## config.mk

```make
export PLATFORM = sky130hd
export DESIGN_NAME = app_aux_pin_port
export DESIGN_NICKNAME = d
export VERILOG_FILES = /design/src/logic/app_pkg.sv /design/src/logic/app_aux_pin_port.sv
export SDC_FILE = /design/constraint.sdc
export NUM_CORES = 1
export LEC_CHECK = 0
export ABC_CLOCK_PERIOD_IN_PS = 3200
export BUFFER_PORTS_ARGS = -buffer_cell sky130_fd_sc_hd__buf_4
export CORE_UTILIZATION = 53
export DETAILED_ROUTE_END_ITERATION = 6
export GPL_TIMING_DRIVEN = 0
export PLACE_DENSITY = 0.88
export SYNTH_ARGS = -nofsm -noshare
export SYNTH_HDL_FRONTEND = slang
export SYNTH_SLANG_ARGS = --single-unit
export TNS_END_PERCENT = 10
```

## constraint.sdc

```tcl
create_clock -name hclk -period 3.2 [get_ports hclk]
set_input_delay 0.64 -clock hclk [delete_from_list [all_inputs] [get_ports hclk]]
set_output_delay 0.64 -clock hclk [all_outputs]
set_load 0.02 [all_outputs]
```

## src/logic/app_pkg.sv

```systemverilog
// Package of register map, field layouts and types for the auxiliary pin port
package app_pkg;

  // Register byte offsets
  localparam logic [7:0] APP_OFF_DIR = 8'h00;
  localparam logic [7:0] APP_OFF_TX = 8'h04;
  localparam logic [7:0] APP_OFF_RX = 8'h08;
  localparam logic [7:0] APP_OFF_DRV = 8'h0C;
  localparam logic [7:0] APP_OFF_FUNC = 8'h10;
  localparam logic [7:0] APP_OFF_IRQ_STAT = 8'h14;
  localparam logic [7:0] APP_OFF_IRQ_MASK = 8'h18;
  localparam logic [7:0] APP_OFF_STATUS = 8'h1C;
  localparam int APP_ADDR_W = 8;

  // Reset values
  localparam logic [7:0] APP_DIR_RST = 8'hFF;
  localparam logic [7:0] APP_TX_RST = 8'h00;
  localparam logic [7:0] APP_DRV_RST = 8'h00;
  localparam logic [1:0] APP_MASK_RST = 2'h3;

  // Pin positions with a special role
  localparam int APP_PIN_MULTIFRAME_BIT_PIN = 4;
  localparam int APP_PIN_CLK = 5;
  localparam int APP_PIN_IRQ_A = 6;
  localparam int APP_PIN_IRQ_B = 7;
  localparam int APP_NUM_STRAP = 3;

  // Width of the function config field in the register word
  localparam int APP_FUNC_W = 7;

  // Operating mode as decoded from the two mode straps plus the intelligent NT bit
  typedef enum logic [2:0] {
    APP_MODE_TE = 3'b000,
    APP_MODE_LTT = 3'b001,
    APP_MODE_LTS = 3'b010,
    APP_MODE_NT = 3'b011,
    APP_MODE_INT_NT = 3'b100
  } app_mode_t;

  // Function configuration register, bit 0 at the bottom
  typedef struct packed {
    logic intelligent_nt;
    logic multiframe_select;
    logic stop_go_select;
    logic trig_type_b;
    logic trig_type_a;
    logic clock_output_source;
    logic pin5_function_select;
  } app_func_cfg_t;

  // Board-side pin bundle driven by the port
  typedef struct packed {
    logic [7:0] out;
    logic [7:0] oe;
    logic [7:0] pullup_en;
  } app_pins_t;

endpackage : app_pkg

```

## src/logic/app_aux_pin_port.sv

```systemverilog
// Auxiliary pin port with AHB-Lite register slave
//
// Overview of operation
// After reset every auxiliary pin is an input until software reconfigures it.
// Strapped mode picks pin functions; pins 0-2 are channel straps in linecard modes.
// Direction bit 1 makes an input; level sampled when receive register is read.
// Direction bit 0 drives the transmit register bit onto the pin promptly.
// Drive type bit 0 gives open drain, 1 gives push-pull.
// Receive register reads the real pin level, also for outputs under contention.
// Pin 5 is ordinary I/O when select is 0, clock output when 1.
// Clock output gives frame sync when source is 0, bit clock when 1.
// Pins 6 and 7 are I/O with interrupt input; both masked after reset.
// Input interrupt pins set own status flags; per-pin mask gates host interrupt.
// Each interrupt pin is edge or level triggered by its own trigger bit.
// Pull-ups on pins 6 and 7 except when push-pull output is selected.
// With stop/go select 1, pin 7 outputs the stop/go bit.
// With multiframe select 1, pin 4 serves multiframe; its I/O settings ignored.
// Multiframe pin outputs M-bit in TE/LT-T, receives it in LT-S/NT/intelligent NT.
// In LT-T/LT-S the three straps decode binary, pin 2 MSB, channel 0-7.
// Board straps only channels 0-2 at the slow data clock rate.
// Decoded channel offsets timeslot selection of transceiver, D/C-I and monitor control.
// Linecard frame holds up to eight channels of B, monitor, D, C/I, handshake.
// Interrupt pins pass a two-flop synchroniser before edge or level detection.
`timescale 1ns/1ns
module app_aux_pin_port
  import app_pkg::*;
(
  input wire logic hclk,
  input wire logic hresetn,
  input wire logic hsel,
  input wire logic [31:0] haddr,
  input wire logic [1:0] htrans,
  input wire logic hwrite,
  input wire logic [2:0] hsize,
  input wire logic [31:0] hwdata,
  input wire logic hready,
  output logic hreadyout,
  output logic [31:0] hrdata,
  output logic hresp,
  input wire logic [7:0] aux_in,
  input wire logic operating_mode_strap_a,
  input wire logic operating_mode_strap_b,
  input wire logic data_clock,
  input wire logic frame_sync,
  input wire logic stop_go_bit,
  input wire logic multiframe_bit_tx,
  output app_pkg::app_pins_t aux_pins,
  output logic multiframe_bit_rx,
  output logic [2:0] channel_number,
  output logic irq
);
  import app_pkg::*;

  // Software-visible state
  logic [7:0] dir_q;
  logic [7:0] tx_q;
  logic [7:0] drv_q;
  app_func_cfg_t func_q;
  logic [1:0] irq_stat_q;
  logic [1:0] irq_mask_q;

  // Bus data phase bookkeeping
  logic wr_pend_q;
  logic [APP_ADDR_W-1:0] wr_addr_q;
  logic [31:0] hrdata_q;
  logic hreadyout_q;

  // Synchronisers for every asynchronous input
  logic [7:0] pin_meta_q, pin_sync_q;
  logic [1:0] strap_meta_q, strap_sync_q;
  logic dclk_meta_q, dclk_sync_q, dclk_prev_q;
  logic fsync_meta_q, fsync_sync_q;
  logic [1:0] irq_prev_q;

  // Derived state and outputs
  logic bit_clock_q;
  app_mode_t mode;
  logic linecard;
  logic [2:0] chan_q;
  logic multiframe_bit_pin_rx_q;
  logic irq_q;
  app_pins_t pins_d, pins_q;
  logic addr_phase;
  logic [31:0] rd_val;
  logic [1:0] irq_event;
  logic [1:0] irq_clr;

  // Two-flop synchronisers; the first stage feeds only the second
  always_ff @(posedge hclk or negedge hresetn)
  begin
    if (!hresetn)
    begin
      pin_meta_q <= 8'h00;
      pin_sync_q <= 8'h00;
    end
    else
    begin
      pin_meta_q <= aux_in;
      pin_sync_q <= pin_meta_q;
    end
  end

  // Mode straps are static in use but still sampled safely
  always_ff @(posedge hclk or negedge hresetn)
  begin
    if (!hresetn)
    begin
      strap_meta_q <= 2'h0;
      strap_sync_q <= 2'h0;
    end
    else
    begin
      strap_meta_q <= {operating_mode_strap_b, operating_mode_strap_a};
      strap_sync_q <= strap_meta_q;
    end
  end

  // Data clock sampled; it must stay well below half the bus clock
  always_ff @(posedge hclk or negedge hresetn)
  begin
    if (!hresetn)
    begin
      dclk_meta_q <= 1'b0;
      dclk_sync_q <= 1'b0;
    end
    else
    begin
      dclk_meta_q <= data_clock;
      dclk_sync_q <= dclk_meta_q;
    end
  end

  // Frame sync sampled for the clock output pin
  always_ff @(posedge hclk or negedge hresetn)
  begin
    if (!hresetn)
    begin
      fsync_meta_q <= 1'b0;
      fsync_sync_q <= 1'b0;
    end
    else
    begin
      fsync_meta_q <= frame_sync;
      fsync_sync_q <= fsync_meta_q;
    end
  end

  // Mode decode; intelligent NT is the NT strap with the software bit set
  always_comb
  begin
    case (strap_sync_q)
      2'h0: mode = APP_MODE_TE;
      2'h1: mode = APP_MODE_LTT;
      2'h2: mode = APP_MODE_LTS;
      2'h3: mode = func_q.intelligent_nt ? APP_MODE_INT_NT : APP_MODE_NT;
      default: mode = APP_MODE_TE;
    endcase
  end

  // Pins 0-2 become channel straps in LT-T, LT-S and NT
  assign linecard = (mode == APP_MODE_LTT) || (mode == APP_MODE_LTS) || (mode == APP_MODE_NT);

  // Bit clock is the data clock halved, stepped on each rising data clock edge
  always_ff @(posedge hclk or negedge hresetn)
  begin
    if (!hresetn)
    begin
      dclk_prev_q <= 1'b0;
      bit_clock_q <= 1'b0;
    end
    else
    begin
      dclk_prev_q <= dclk_sync_q;
      if (dclk_sync_q && !dclk_prev_q)
        bit_clock_q <= ~bit_clock_q;
    end
  end

  // Channel number, pin 2 as MSB; forced to zero outside LT-T/LT-S, NT included
  always_ff @(posedge hclk or negedge hresetn)
  begin
    if (!hresetn)
      chan_q <= 3'h0;
    else if (mode == APP_MODE_LTT || mode == APP_MODE_LTS)
      chan_q <= pin_sync_q[APP_NUM_STRAP-1:0];
    else
      chan_q <= 3'h0;
  end

  // Per-pin driver: direction, drive type and alternate functions
  for (genvar i = 0; i < 8; i++)
  begin : g_pin
    logic drive;
    logic push_pull;
    logic value;
    always_comb
    begin
      drive = ~dir_q[i];
      push_pull = drv_q[i];
      value = tx_q[i];
      if (i < APP_NUM_STRAP && linecard)
        drive = 1'b0;
      if (i == APP_PIN_MULTIFRAME_BIT_PIN && func_q.multiframe_select)
      begin
        // GPIO settings are ignored; direction follows the mode
        drive = (mode == APP_MODE_TE) || (mode == APP_MODE_LTT);
        push_pull = 1'b1;
        value = multiframe_bit_tx;
      end
      if (i == APP_PIN_CLK && func_q.pin5_function_select)
      begin
        drive = 1'b1;
        push_pull = 1'b1;
        value = func_q.clock_output_source ? bit_clock_q : fsync_sync_q;
      end
      if (i == APP_PIN_IRQ_B && func_q.stop_go_select)
      begin
        drive = 1'b1;
        push_pull = 1'b1;
        value = stop_go_bit;
      end
      // Open drain only pulls low, so the enable carries the data
      pins_d.oe[i] = drive & (push_pull | ~value);
      pins_d.out[i] = push_pull & value;
      if (i == APP_PIN_IRQ_A || i == APP_PIN_IRQ_B)
        pins_d.pullup_en[i] = ~(drive & push_pull);
      else
        pins_d.pullup_en[i] = 1'b0;
    end
  end

  // Pins are registered so the board sees no glitches from the mux
  always_ff @(posedge hclk or negedge hresetn)
  begin
    if (!hresetn)
      pins_q <= '{out: 8'h00, oe: 8'h00, pullup_en: 8'hC0};
    else
      pins_q <= pins_d;
  end

  // Received M-bit in LT-S, NT and intelligent NT
  always_ff @(posedge hclk or negedge hresetn)
  begin
    if (!hresetn)
      multiframe_bit_pin_rx_q <= 1'b0;
    else if (func_q.multiframe_select && mode != APP_MODE_TE && mode != APP_MODE_LTT)
      multiframe_bit_pin_rx_q <= pin_sync_q[APP_PIN_MULTIFRAME_BIT_PIN];
  end

  // Interrupt detection: level means low, edge means falling; only while input
  always_ff @(posedge hclk or negedge hresetn)
  begin
    if (!hresetn)
      irq_prev_q <= 2'h0; // Matches the cleared synchroniser, so release gives no false edge
    else
      irq_prev_q <= pin_sync_q[APP_PIN_IRQ_B:APP_PIN_IRQ_A];
  end

  always_comb
  begin
    irq_event[0] = dir_q[APP_PIN_IRQ_A] &
      (func_q.trig_type_a ? ~pin_sync_q[APP_PIN_IRQ_A] :
       (irq_prev_q[0] & ~pin_sync_q[APP_PIN_IRQ_A]));
    irq_event[1] = dir_q[APP_PIN_IRQ_B] & ~func_q.stop_go_select &
      (func_q.trig_type_b ? ~pin_sync_q[APP_PIN_IRQ_B] :
       (irq_prev_q[1] & ~pin_sync_q[APP_PIN_IRQ_B]));
  end

  // Address phase taken only when the bus is ready and the transfer is real
  assign addr_phase = hsel && htrans[1] && hready;
  assign irq_clr = (wr_pend_q && wr_addr_q == APP_OFF_IRQ_STAT) ? hwdata[1:0] : 2'h0;

  // Sticky status; a new event in the clearing cycle wins
  always_ff @(posedge hclk or negedge hresetn)
  begin
    if (!hresetn)
      irq_stat_q <= 2'h0;
    else
      irq_stat_q <= (irq_stat_q & ~irq_clr) | irq_event;
  end

  // Host interrupt, mask bit 1 blocks the pin
  always_ff @(posedge hclk or negedge hresetn)
  begin
    if (!hresetn)
      irq_q <= 1'b0;
    else
      irq_q <= |(irq_stat_q & ~irq_mask_q);
  end

  // Write capture: address phase latched, data applied in the data phase
  always_ff @(posedge hclk or negedge hresetn)
  begin
    if (!hresetn)
    begin
      wr_pend_q <= 1'b0;
      wr_addr_q <= '0;
    end
    else
    begin
      wr_pend_q <= addr_phase && hwrite;
      wr_addr_q <= haddr[APP_ADDR_W-1:0];
    end
  end

  // Direction register; every pin an input after reset
  always_ff @(posedge hclk or negedge hresetn)
  begin
    if (!hresetn)
      dir_q <= APP_DIR_RST;
    else if (wr_pend_q && wr_addr_q == APP_OFF_DIR)
      dir_q <= hwdata[7:0];
  end

  // Transmit register; the pins follow one edge later
  always_ff @(posedge hclk or negedge hresetn)
  begin
    if (!hresetn)
      tx_q <= APP_TX_RST;
    else if (wr_pend_q && wr_addr_q == APP_OFF_TX)
      tx_q <= hwdata[7:0];
  end

  // Drive type register; open drain after reset
  always_ff @(posedge hclk or negedge hresetn)
  begin
    if (!hresetn)
      drv_q <= APP_DRV_RST;
    else if (wr_pend_q && wr_addr_q == APP_OFF_DRV)
      drv_q <= hwdata[7:0];
  end

  // Function config; plain I/O and frame sync source after reset
  always_ff @(posedge hclk or negedge hresetn)
  begin
    if (!hresetn)
      func_q <= '0;
    else if (wr_pend_q && wr_addr_q == APP_OFF_FUNC)
      func_q <= hwdata[APP_FUNC_W-1:0];
  end

  // Interrupt mask; both pins masked after reset
  always_ff @(posedge hclk or negedge hresetn)
  begin
    if (!hresetn)
      irq_mask_q <= APP_MASK_RST;
    else if (wr_pend_q && wr_addr_q == APP_OFF_IRQ_MASK)
      irq_mask_q <= hwdata[1:0];
  end

  // Read mux; receive value is the pin level at the moment of the read
  always_comb
  begin
    case (haddr[APP_ADDR_W-1:0])
      APP_OFF_DIR: rd_val = {24'h000000, dir_q};
      APP_OFF_TX: rd_val = {24'h000000, tx_q};
      APP_OFF_RX: rd_val = {24'h000000, pin_sync_q};
      APP_OFF_DRV: rd_val = {24'h000000, drv_q};
      APP_OFF_FUNC: rd_val = {25'h0000000, func_q};
      APP_OFF_IRQ_STAT: rd_val = {30'h00000000, irq_stat_q};
      APP_OFF_IRQ_MASK: rd_val = {30'h00000000, irq_mask_q};
      APP_OFF_STATUS: rd_val = {26'h0000000, chan_q, mode};
      default: rd_val = 32'h00000000;
    endcase
  end

  // Read data registered at the address phase so the data phase needs no wait
  always_ff @(posedge hclk or negedge hresetn)
  begin
    if (!hresetn)
    begin
      hrdata_q <= 32'h00000000;
      hreadyout_q <= 1'b1;
    end
    else
    begin
      hreadyout_q <= 1'b1;
      if (addr_phase && !hwrite)
        hrdata_q <= rd_val;
    end
  end

  assign hreadyout = hreadyout_q;
  assign hrdata = hrdata_q;
  assign hresp = 1'b0;
  assign aux_pins = pins_q;
  assign multiframe_bit_rx = multiframe_bit_pin_rx_q;
  assign channel_number = chan_q;
  assign irq = irq_q;

endmodule : app_aux_pin_port

```

==> metrics.md, run 1 <==
| Metric | Value |
|---|---|
| Routed length per instance | between 10 and 15 µm |
| Sequential standard cell area | ~2600 µm² |
| Series of cell instances along the critical path | nor4b_1 -> nor2b_1 -> and4_1 -> buf_2 -> mux2_2 |
| Vertical die dimension | roughly 90 µm |
| Final global-route overflow total | 0 |
| Share of the synthesized area in compound gates (AO/OA/AOI/OAI) | 0.06671 |
| Synth Area in Simple Gates | 0.09161 |
| Mux cell area share after synthesis | 0.1340 |
| Crit Reg-Reg Endpoint | drv_q[5] |
| Clock slew at reported path FFs | 0.08 ns |
| Slowest cell on the critical path | sky130_fd_sc_hd__nor4b_1 |
| Worst hold-check path type | flip-flop to flip-flop |
| Crit path max fanout | 8 |
| Slowest cell delay on critical path | 0.45 ns |
| Number of buffers inserted by hold repair at cts | 0 |
| Via count of the first global-routing pass | between 2,000 and 3,000 |
| Outcome | finished clean |
| Yosys synthesis warning count | 0 |
| Antenna diode count | 0 |
| DRC marker count from the first detailed-route iteration | around 170 |
| Global Route Usage Sum | 0.2140 |
| Period utilisation layout | 0.6304 |
| Cells on worst reg2reg path | 5 |
| Number of non-filler instances in the completed layout | ~540 |
| Number of buffers created by CTS | 9 |
| Cell chosen for the clock root | sky130_fd_sc_hd__clkbuf_8 |
| Adder-cell share of the synthesized area | 0.008894 |
| Worst Max-Slew Pin Slew | 1.227 ns |
| Final count of negative-setup-slack endpoints | 0 |
| Setup TNS | 0 ns |
| CP endpoint kind | flip-flop |
| Number of pins with negative max-slew slack in the final report | 0 |
| Skew final | around 0.011 ns |
| Hold depth | 0 |
| Top_reg_cell synth | sky130_fd_sc_hd__dfrtp_1 |
| Cell Area, Synth | 4220 µm² |
| Worst Setup Start Kind | flip-flop |
| Multi-input gate area | roughly 1400 µm² |
| Commonest non-fill, non-tap cell in the layout | sky130_fd_sc_hd__buf_4 |
| Fin crit period | ~2 ns |
| Startpoint of the most critical hold path | pin_meta_q[6] |
| Vias after detailed routing | approximately 2,700 |
| Maximum buffer depth of the clock tree | 2 |
| Dominant combinational cell family by area after synthesis | multiplexers |
| Clock insertion delay at the later pin of the skew report | between 0.3 and 0.4 ns |
| # nets final | 520 |
| Maximum achievable frequency | between 400 and 500 MHz |
| Antenna violations before repair | 0 |
| Detailed placer's ending HPWL | around 5.5 mm |
| Hold Slack | between 0.3 and 0.4 ns |
| Peak ir drop on the vdd network | slightly below 0.0003 V |
| CTS H-Tree Depth | 3 |
| Buffers plus inverters on the worst setup path | 1 |
| Hold Path Sink | pin_sync_q[6] |
| Signed area change from the synthesized netlist to the final layout | 23.10% |
| Fraction of final layout cells sized beyond drive strength 1 | 0.4009 |
| Count of buffers inserted at the top-level ports | 66 |
| Instance count after placement with tap cells included | 520 |
| Average vias per placed instance | approximately 5 |
| Number of fillers in the final layout | between 500 and 600 |
| Full die area | around 8300 µm² |
| Core area | around 7700 µm² |
| Levels on crit path | 5 |
| RD Place Congestion | between 0.8 and 0.9 |
| Maximum number of pins on one net before global-route repair | ~100 |
| Unrepaired setup endpoints after global routing | false |
| Clock tree from TritonCTS | yes |
| Syn avg cell area | around 13 µm² |
| Total detailed-routing wirelength | 7.993 mm |
| Slew HR | 0.1823 |
| Data required, critical path | roughly 3.5 ns |
| Synthesized netlist cell count | roughly 320 |
| Portion of the post-synthesis area used by sequential elements | 0.6143 |
| Width of the die | between 90 and 100 µm |
| Post-synthesis register bit count | 103 |
| Number of enable-type register cells in the synthesized netlist | 0 |
| Critical Setup Path Class | flip-flop to flip-flop |
| Drt pass-1 iters | 4 |
| Number of DRC violations after detailed routing | 0 |
| Crit path arrival time | approximately 2.3 ns |
| Worst reg2reg startpoint | wr_addr_q[5] |
| Leakage power summed over all cells | roughly 2.5 nW |
| Total of max-cap violations | 0 |
| Count of clock tree sinks | ~100 |
| Top-level port count | approximately 150 |
| Fin. Hold Viols | 0 |
| First-pass GRT wire length | roughly 13 mm |
| Proportion of synthesized flip-flops having asynchronous set or reset | 1.000 |
| Top Family by Delay on Critical Path | simple AND/OR/NAND/NOR gates |
| Quantity of gates resized following cts | 0 |
| Areal power density over the cells | between 500 and 600 nW/µm² |
| Reg-to-reg setup timing slack | 1.18 ns |
| Count of buffers added by post-CTS timing repair for setup | 0 |
| Site Rows | 32 |
| Netlist cell types | 42 |
| Xor/xnor cell area share of the yosys netlist | 0.002075 |
| Residual antenna-violating net count after detailed routing | 0 |
| Starting Density | 0.5461 |
| Commonest non-fill, non-tap cells in the layout | sky130_fd_sc_hd__buf_4 (98), sky130_fd_sc_hd__dfrtp_1 (91), sky130_fd_sc_hd__mux2_2 (36) |
[flip-flops by register name, summed over array words and instances, names as in the netlist, 2 cells and up]
signal	cells
pin_sync_q	8
wr_addr_q	8
channel_number	3
dir_q	8
aux_pins	18
func_q	7
hrdata	8
strap_meta_q	2
tx_q	8
irq_prev_q	2
irq_mask_q	2
strap_sync_q	2
irq_stat_q	2
pin_meta_q	8
drv_q	8
[Yosys cell counts, types with 3 or more instances]
cell	n	area (µm²)
sky130_fd_sc_hd__o22ai_1	4	25.02
sky130_fd_sc_hd__a31oi_1	3	18.77
sky130_fd_sc_hd__a311oi_1	4	35.03
sky130_fd_sc_hd__nand2_1	17	63.81
sky130_fd_sc_hd__mux2i_1	7	70.07
sky130_fd_sc_hd__nor3_1	4	20.02
sky130_fd_sc_hd__buf_2	8	40.04
sky130_fd_sc_hd__o31ai_1	3	22.52
sky130_fd_sc_hd__buf_4	32	240.2
sky130_fd_sc_hd__and4_1	4	35.03
sky130_fd_sc_hd__dfstp_2	12	315.3
sky130_fd_sc_hd__nand3b_1	3	22.52
sky130_fd_sc_hd__o21ai_1	3	15.01
sky130_fd_sc_hd__dfrtp_1	91	2277
sky130_fd_sc_hd__and2_1	9	56.30
sky130_fd_sc_hd__o21ai_0	13	65.06
sky130_fd_sc_hd__a21oi_1	5	25.02
sky130_fd_sc_hd__inv_1	12	45.04
sky130_fd_sc_hd__mux2_2	36	405.4
sky130_fd_sc_hd__mux4_2	4	90.09
sky130_fd_sc_hd__nand2b_1	7	43.79
sky130_fd_sc_hd__nor2b_1	5	31.28
sky130_fd_sc_hd__nor2_1	9	33.78
sky130_fd_sc_hd__ha_1	3	37.54
[kinds of logic (layout without fill, tap and decap cells)]
logic type	Yosys count	count (layout)
AND/OR/NAND/NOR	68	68
adder cells (fa/ha/maj)	3	3
XOR/XNOR	1	1
multiplexers	47	47
buffers and inverters	54	136
AO/OA/AOI/OAI	44	44
other	2	32
flip-flops	103	103
[stage by stage]
stage	area [µm²]	setup WS, ns	total power, mW	utilization
after floorplan	4333	1.309	1.565	-
after global placement	4956	1.125	1.676	0.6414
after detailed placement	4956	1.133	1.683	0.6414
after CTS	5195	1.207	2.631	0.6723
after global routing	5195	1.095	2.722	0.6723
final	5195	1.183	2.611	0.6723
[metal layers]
| metal | vias up | global-route usage | wire [µm] |
|---|---|---|---|
| met5 | - | 0 | 0 |
| met4 | 0 | 0.1058 | 204 |
| met3 | 15 | 0.05193 | 461 |
| met2 | 91 | 0.3428 | 3997 |
| met1 | 1313 | 0.2738 | 3330 |
| li1 | 1259 | - | - |
[power breakdown]
| group | internal (mW) | switching [mW] | total [mW] |
|---|---|---|---|
| Sequential | 1.36 | 0.0324 | 1.39 |
| Combinational | 0.121 | 0.147 | 0.268 |
| Clock | 0.542 | 0.410 | 0.952 |
[worst max-delay path by stage]
stage | from | to | slack [ns]
floorplan | haddr[0] | hrdata[2] | 1.31
CTS | wr_addr_q[5] | drv_q[5] | 1.21
global placement | haddr[0] | hrdata[3] | 1.12
detailed placement | haddr[0] | hrdata[2] | 1.13
finish | wr_addr_q[5] | drv_q[5] | 1.18
global route | wr_addr_q[5] | drv_q[5] | 1.09
[area by class of cell]
cell class                 instances  share of cell area
timing repair buffer              66             0.09538
sequential                       103              0.4990
buffer                            42             0.05684
tap                              102             0.02457
clock buffer                      13             0.02866
inverter                          12            0.008671
clock inverter                     3             0.01734
multi-input combinational        195              0.2695
Note: power is estimated with default switching activity, not from simulation.
==> run 2, diff against run 1 <==
Settings changed: ABC_CLOCK_PERIOD_IN_PS 3200 to 1900, CORE_UTILIZATION 53 to 49, PLACE_DENSITY 0.88 to 0.83.
Clock period 3.2 ns to 1.9 ns, I/O delays scaled along.
==> run 2 against run 1 <==
Net effect: global-route usage fell by 0.87 points; worst setup slack got worse by 1.1 ns; fmax rose by 8.3%; flip-flop and latch count did not move; critical path type unchanged; largest power group unchanged.
==> metrics.md, run 2 (synthesized netlist as in run 1, its figures left out) <==
| Metric | Value |
|---|---|
| Grt met2 use | 0.3327 (-0.01007) |
| Detailed placer's ending HPWL | 5.916 mm (+6.7%) |
| Clock insertion delay at the later pin of the skew report | 0.36 ns (about the same) |
| Count of buffers inserted at the top-level ports | 66 (unchanged) |
| Setup TNS | 0 ns (unchanged) |
| Number of non-filler instances in the completed layout | 539 (+0.56%) |
| Instance count after placement with tap cells included | 523 (+0.58%) |
| Antenna diode count | 0 (unchanged) |
| Count of buffers added by post-CTS timing repair for setup | 0 (unchanged) |
| Top-level port count | 151 (unchanged) |
| Maximum number of pins on one net before global-route repair | 104 (unchanged) |
| Crit path arrival time | 2.12 ns (-0.15 ns) |
| First-pass GRT wire length | 13.49 mm (+1.9%) |
| Fin crit period | 1.863 ns (-0.1539 ns) |
| Met3 Resource Use GR | 0.05958 (+0.007655) |
| Data required, critical path | 2.16 ns (-1.29 ns) |
| DRC marker count from the first detailed-route iteration | 187 (+8.7%) |
| Core area | 8258 µm² (+6.9%) |
| Routed length per instance | 15.62 µm (+4.8%) |
| # nets final | 520 (unchanged) |
| Final global-route overflow total | 0 (unchanged) |
| Clock slew at reported path FFs | 0.09 ns (about the same) |
| Unrepaired setup endpoints after global routing | true |
| Number of pins with negative max-slew slack in the final report | 0 (unchanged) |
| Cell chosen for the clock root | sky130_fd_sc_hd__clkbuf_8 |
| Width of the die | 94.81 µm (+3.9%) |
| Fin worst setup slack | 0.03656 ns (-1.146 ns) |
| Clock tree from TritonCTS | yes |
| Outcome | finished clean |
| Fin. Hold Viols | 0 (unchanged) |
| Average vias per placed instance | 5.065 (+1.4%) |
| Starting Density | 0.5111 (-0.03509) |
| Hold Slack | 0.1237 ns (-0.2278 ns) |
| Vias after detailed routing | 2,730 (+1.9%) |
| Number of DRC violations after detailed routing | 0 (unchanged) |
| Final count of negative-setup-slack endpoints | 0 (unchanged) |
| Global Route Usage Sum | 0.2053 (-0.008693) |
| Worst Max-Slew Pin Slew | 1.218 ns (-0.008108 ns) |
| Signed area change from the synthesized netlist to the final layout | 22.32% |
| Residual antenna-violating net count after detailed routing | 0 (unchanged) |
| Crit path max fanout | 7 (-1) |
| Leakage power summed over all cells | 2.518 nW (-0.97%) |
| Peak ir drop on the vdd network | 0.0004789 V (+63%) |
| Commonest non-fill, non-tap cell in the layout | sky130_fd_sc_hd__buf_4 |
| Areal power density over the cells | 799.9 nW/µm² (+59%) |
| Worst setup timing slack at the placement stage | -0.09465 ns (-1.228 ns) |
| Sequential standard cell area | 2592 µm² (unchanged) |
| Worst hold-check path type | input port to flip-flop |
| Worst Setup Start Kind | flip-flop |
| GRT met1 Usage | 0.2569 (-0.01695) |
| Fraction of final layout cells sized beyond drive strength 1 | 0.4032 (+0.002304) |
| CP endpoint kind | flip-flop |
| CTS H-Tree Depth | 3 (unchanged) |
| Vertical die dimension | 94.81 µm (+3.9%) |
| Skew final | 0.009139 ns (-0.001894 ns) |
| Maximum buffer depth of the clock tree | 2 (unchanged) |
| Antenna violations before repair | 0 (unchanged) |
| Number of fillers in the final layout | 646 (+16%) |
| Drt pass-1 iters | 4 (unchanged) |
| Number of buffers created by CTS | 9 (unchanged) |
| Flip-flop count of the largest register after layout | 18 (unchanged) |
| RD Place Congestion | 0.8531 (-3.9%) |
| Total detailed-routing wirelength | 8.420 mm (+5.3%) |
| Full die area | 8988 µm² (+8.0%) |
| Peak-usage layer in the global routing report | met2 |
| Count of clock tree sinks | 103 (unchanged) |
| Commonest non-fill, non-tap cells in the layout | sky130_fd_sc_hd__buf_4 (99), sky130_fd_sc_hd__dfrtp_1 (91), sky130_fd_sc_hd__mux2_2 (36) |
| Total of max-cap violations | 0 (unchanged) |
| Critical Setup Path Class | flip-flop to flip-flop |
| Period utilisation layout | 0.9808 (+0.3503) |
| Slew HR | 0.1877 (+0.005405) |
| Via count of the first global-routing pass | 2,663 (+0.76%) |
| Maximum achievable frequency | 536.6 MHz (+8.3%) |
| Multi-input gate area | 1406 µm² (+0.45%) |
| Site Rows | 33 (+3.1%) |
-- run 2: cell types whose count changed in the layout (fill, tap and decap cells not counted), sizes merged --
cell / before / now
bufinv: 3 / 1
buf: 107 / 106
clkbuf: 14 / 15
clkinv: 0 / 1
clkinvlp: 0 / 1
-- run 2: layout make-up --
cell class                      instances  share of cell area
Inverter                               12            0.008725
Multi-Input combinational cell        195              0.2724
Clock buffer                           13             0.02884
Buffer                                 42             0.05817
Clock inverter                          3            0.008240
Tap cell                              105             0.02545
Timing Repair Buffer                   66             0.09598
Sequential cell                       103              0.5022
-- run 2: final timing paths --
path | slack [ns] | cells after the start | endpoint | start
hold reg to reg | 0.35 | 0 | pin_sync_q[7] | pin_meta_q[7]
hold / removal | 0.12 | 1 | strap_meta_q[1] | operating_mode_strap_b
min in group asynchronous | 0.28 | 1 | pin_meta_q[4] | hresetn
setup / recovery | 0.04 | 4 | func_q[6] | wr_addr_q[5]
setup reg to reg | 0.04 | 4 | func_q[6] | wr_addr_q[5]
max in group asynchronous | 0.87 | 1 | channel_number[0] | hresetn
-- run 2: what timing repair did --
action,in CTS,in global routing
hold buffers,0,0
setup endpoints to repair,31,22
gates resized for setup,2,1
endpoints found under the hold margin,0,0
-- run 2: through the flow --
stage | utilization | instance area, µm² | power, mW
detailed placement | 0.6006 | 4960 | 2.839
global route | 0.6252 | 5162 | 4.315
global placement | 0.6006 | 4960 | 2.825
finish | 0.6252 | 5162 | 4.129
floorplan | - | 4333 | 2.636
CTS | 0.6248 | 5160 | 4.170
-- run 2: power breakdown --
| group | internal (mW) | leakage (nW) | switching [mW] |
|---|---|---|---|
| Sequential | 2.29 | 1.24 | 0.0560 |
| Combinational | 0.205 | 1.18 | 0.249 |
| Clock | 0.645 | 0.0936 | 0.687 |
| Total | 3.14 | 2.52 | 0.993 |
-- run 2: critical path, cell delays in order, from the launching register on --
cell and delay [ns]:
sky130_fd_sc_hd__dfrtp_1 0.38, sky130_fd_sc_hd__nor4b_2 0.34, sky130_fd_sc_hd__and2_1 0.23, sky130_fd_sc_hd__nand3b_1 0.38, sky130_fd_sc_hd__mux2_2 0.43
-- run 2: per-layer routing --
metal	vias to the layer above	share of wire
met2	106	0.51
met5	-	0
li1	1264	-
met1	1339	0.39
met4	0	0.025
met3	21	0.074
==> run 3, diff against run 2 <==
Settings changed: PLACE_DENSITY 0.83 to 0.79.
==> run 3 against run 2 <==
Net effect: hold slack better by 0.00098 ns; first-iteration DRC count is 8.6% lower; critical path depth is 1 higher; die area stayed put; worst setup slack better by 0.070 ns; non-clock buffer count is 3 higher; largest power group unchanged.
==> metrics.md, run 3 (synthesized netlist as in run 1, its figures left out) <==
| Metric | Value |
|---|---|
| Final count of negative-setup-slack endpoints | 0 (unchanged) |
| Startpoint of the most critical hold path | data_clock |
| Fin crit period | 1.793 ns (-0.07047 ns) |
| Worst reg2reg startpoint | wr_addr_q[5] |
| Site Rows | 33 (unchanged) |
| Count of buffers inserted at the top-level ports | 66 (unchanged) |
| Cell chosen for the clock root | sky130_fd_sc_hd__clkbuf_8 |
| Buffers plus inverters on the worst setup path | 1 (+1) |
| Sequential standard cell area | 2592 µm² (unchanged) |
| Top Family by Delay on Critical Path | simple AND/OR/NAND/NOR gates |
| Clock slew at reported path FFs | 0.09 ns (about the same) |
| Skew final | 0.008479 ns (-0.0006598 ns) |
| Period utilisation layout | 0.9437 (-0.03709) |
| Unrepaired setup endpoints after global routing | false |
| Average vias per placed instance | 4.952 (-2.2%) |
| Reg-to-reg setup timing slack | 0.11 ns (+0.07 ns) |
| Signed area change from the synthesized netlist to the final layout | 23.95% |
| Count of clock tree sinks | 103 (unchanged) |
| Outcome | finished clean |
| Commonest non-fill, non-tap cells in the layout | sky130_fd_sc_hd__buf_4 (100), sky130_fd_sc_hd__dfrtp_1 (91), sky130_fd_sc_hd__mux2_2 (36) |
| Setup TNS | 0 ns (unchanged) |
| Total detailed-routing wirelength | 8.204 mm (-2.6%) |
| Sw Share | 0.2323 (-0.008105) |
| Number of buffers created by CTS | 9 (unchanged) |
| Hold Slack | 0.1247 ns (+0.0009850 ns) |
| Full die area | 8988 µm² (unchanged) |
| Slowest cell delay on critical path | 0.38 ns (-0.05 ns) |
| Vertical die dimension | 94.81 µm (unchanged) |
| Series of cell instances along the critical path | nor4b_2 -> nor2b_1 -> and4_1 -> buf_4 -> mux2_2 |
| Number of pins with negative max-slew slack in the final report | 0 (unchanged) |
| Number of fillers in the final layout | 661 (+2.3%) |
| Final global-route overflow total | 0 (unchanged) |
| Core occupancy in the finished layout | 0.6335 (+0.008333) |
| Maximum number of pins on one net before global-route repair | 104 (unchanged) |
| Vias after detailed routing | 2,684 (-1.7%) |
| Data required, critical path | 2.14 ns (-0.02 ns) |
| Hold Path Sink | dclk_meta_q |
| CTS H-Tree Depth | 3 (unchanged) |
| Areal power density over the cells | 815.2 nW/µm² (+1.9%) |
| Clock tree from TritonCTS | yes |
| Crit Reg-Reg Endpoint | drv_q[4] |
| Crit path max fanout | 8 (+1) |
| CP endpoint kind | flip-flop |
| RD Place Congestion | 0.8442 (-1.0%) |
| Fin area | 5231 µm² (+1.3%) |
| Residual antenna-violating net count after detailed routing | 0 (unchanged) |
| Sequential Power Share | 0.549 (-0.018) |
| Number of DRC violations after detailed routing | 0 (unchanged) |
| Commonest non-fill, non-tap cell in the layout | sky130_fd_sc_hd__buf_4 |
| Core area | 8258 µm² (unchanged) |
| Critical Setup Path Class | flip-flop to flip-flop |
| Worst setup timing slack at the placement stage | -0.06600 ns (+0.02866 ns) |
| Total of max-cap violations | 0 (unchanged) |
| Fraction of final layout cells sized beyond drive strength 1 | 0.4073 (+0.004097) |
| Top-level port count | 151 (unchanged) |
| Drt pass-1 iters | 4 (unchanged) |
| Maximum achievable frequency | 557.7 MHz (+3.9%) |
| Fin worst setup slack | 0.1070 ns (+0.07047 ns) |
| Hold depth | 1 (unchanged) |
| Cells on worst reg2reg path | 5 (+1) |
| Peak ir drop on the vdd network | 0.0005152 V (+7.6%) |
| Clock Power Share | 0.343 (+0.020) |
| Switching pwr | 990.6 µW (-0.20%) |
| Antenna diode count | 0 (unchanged) |
| Internal cell power | 3.274 mW (+4.4%) |
| Detailed placer's ending HPWL | 5.754 mm (-2.7%) |
| Combinational group share of total power | 0.109 (about the same) |
| Maximum buffer depth of the clock tree | 2 (unchanged) |
| Cell area reported after detailed placement | 4960 µm² (unchanged) |
| Worst Setup Start Kind | flip-flop |
| Flip-flop count of the largest register after layout | 18 (unchanged) |
| Leakage power summed over all cells | 2.556 nW (+1.5%) |
| Clock insertion delay at the later pin of the skew report | 0.35 ns (about the same) |
| Multi-input gate area | 1406 µm² (unchanged) |
| Antenna violations before repair | 0 (unchanged) |
| Width of the die | 94.81 µm (unchanged) |
| # nets final | 523 (+0.58%) |
| Via count of the first global-routing pass | 2,565 (-3.7%) |
| Slowest cell on the critical path | sky130_fd_sc_hd__dfrtp_1 |
| DRC marker count from the first detailed-route iteration | 171 (-8.6%) |
| Global Route Usage Sum | 0.1924 (-0.01293) |
| Starting Density | 0.5111 (unchanged) |
| Fin. Hold Viols | 0 (unchanged) |
| First-pass GRT wire length | 12.66 mm (-6.1%) |
| Worst hold-check path type | input port to flip-flop |
| Routed length per instance | 15.14 µm (-3.1%) |
| Crit path arrival time | 2.03 ns (-0.09 ns) |
## run 3: changes by cell type in the layout (fill, tap and decap cells not counted), sizes merged
cell         change
dlygate4sd3      +1
clkinvlp         -1
bufinv           +1
clkbuf           -1
clkinv           +1
buf              +2
## run 3: worst max-delay path by stage
stage,start,endpoint,slack (ns),cells after the start
finish,wr_addr_q[5],drv_q[4],0.11,5
global placement,wr_addr_q[5],drv_q[4],-0.02,5
global route,wr_addr_q[5],dir_q[5],0.01,5
detailed placement,wr_addr_q[5],drv_q[0],-0.07,5
floorplan,wr_addr_q[5],drv_q[0],0.26,5
CTS,wr_addr_q[5],tx_q[3],0.05,5
## run 3: power by group through the flow
stage	Clock (mW)	Combinational [mW]	Sequential, mW
after floorplan	0	0.232	2.40
after global placement	0	0.445	2.38
after detailed placement	0	0.453	2.38
after CTS	1.49	0.457	2.34
after global routing	1.57	0.508	2.35
final	1.46	0.463	2.34
## run 3: area by class of cell
cell class / count / share of cell area
sequential: 103 / 0.4956
multi-input combinational: 195 / 0.2688
timing repair buffer: 69 / 0.1033
buffer: 42 / 0.05740
clock buffer: 12 / 0.02774
tap: 105 / 0.02511
clock inverter: 4 / 0.01339
inverter: 12 / 0.008610
## run 3: worst register-to-register path, cell delays in order, from the launching register on
cell	delay [ns]
sky130_fd_sc_hd__dfrtp_1	0.38
sky130_fd_sc_hd__nor4b_2	0.31
sky130_fd_sc_hd__nor2b_1	0.22
sky130_fd_sc_hd__and4_1	0.21
sky130_fd_sc_hd__buf_4	0.20
sky130_fd_sc_hd__mux2_2	0.36
## run 3: metal layers
metal	vias up	wire length, µm	part of all wire	track usage
met1	1320	3560	0.43	0.2461
met5	-	0	0	0
met4	0	139	0.017	0.07828
met2	85	4093	0.50	0.3261
met3	12	411	0.050	0.03060
li1	1267	-	-	-
## run 3: timing repair
item,in CTS,in global routing
setup buffers,0,1
gates resized for setup,2,1
hold endpoints to repair,0,22
hold buffers,0,1
endpoints found under the setup margin,23,14
## run 3: through the flow
step | power, mW | cells
6_report | 4.265 | 542
5_1_grt | 4.435 | 542
4_1_cts | 4.286 | 539
3_5_place_dp | 2.836 | 523
3_3_place_gp | 2.825 | 523
2_1_floorplan | 2.636 | 352
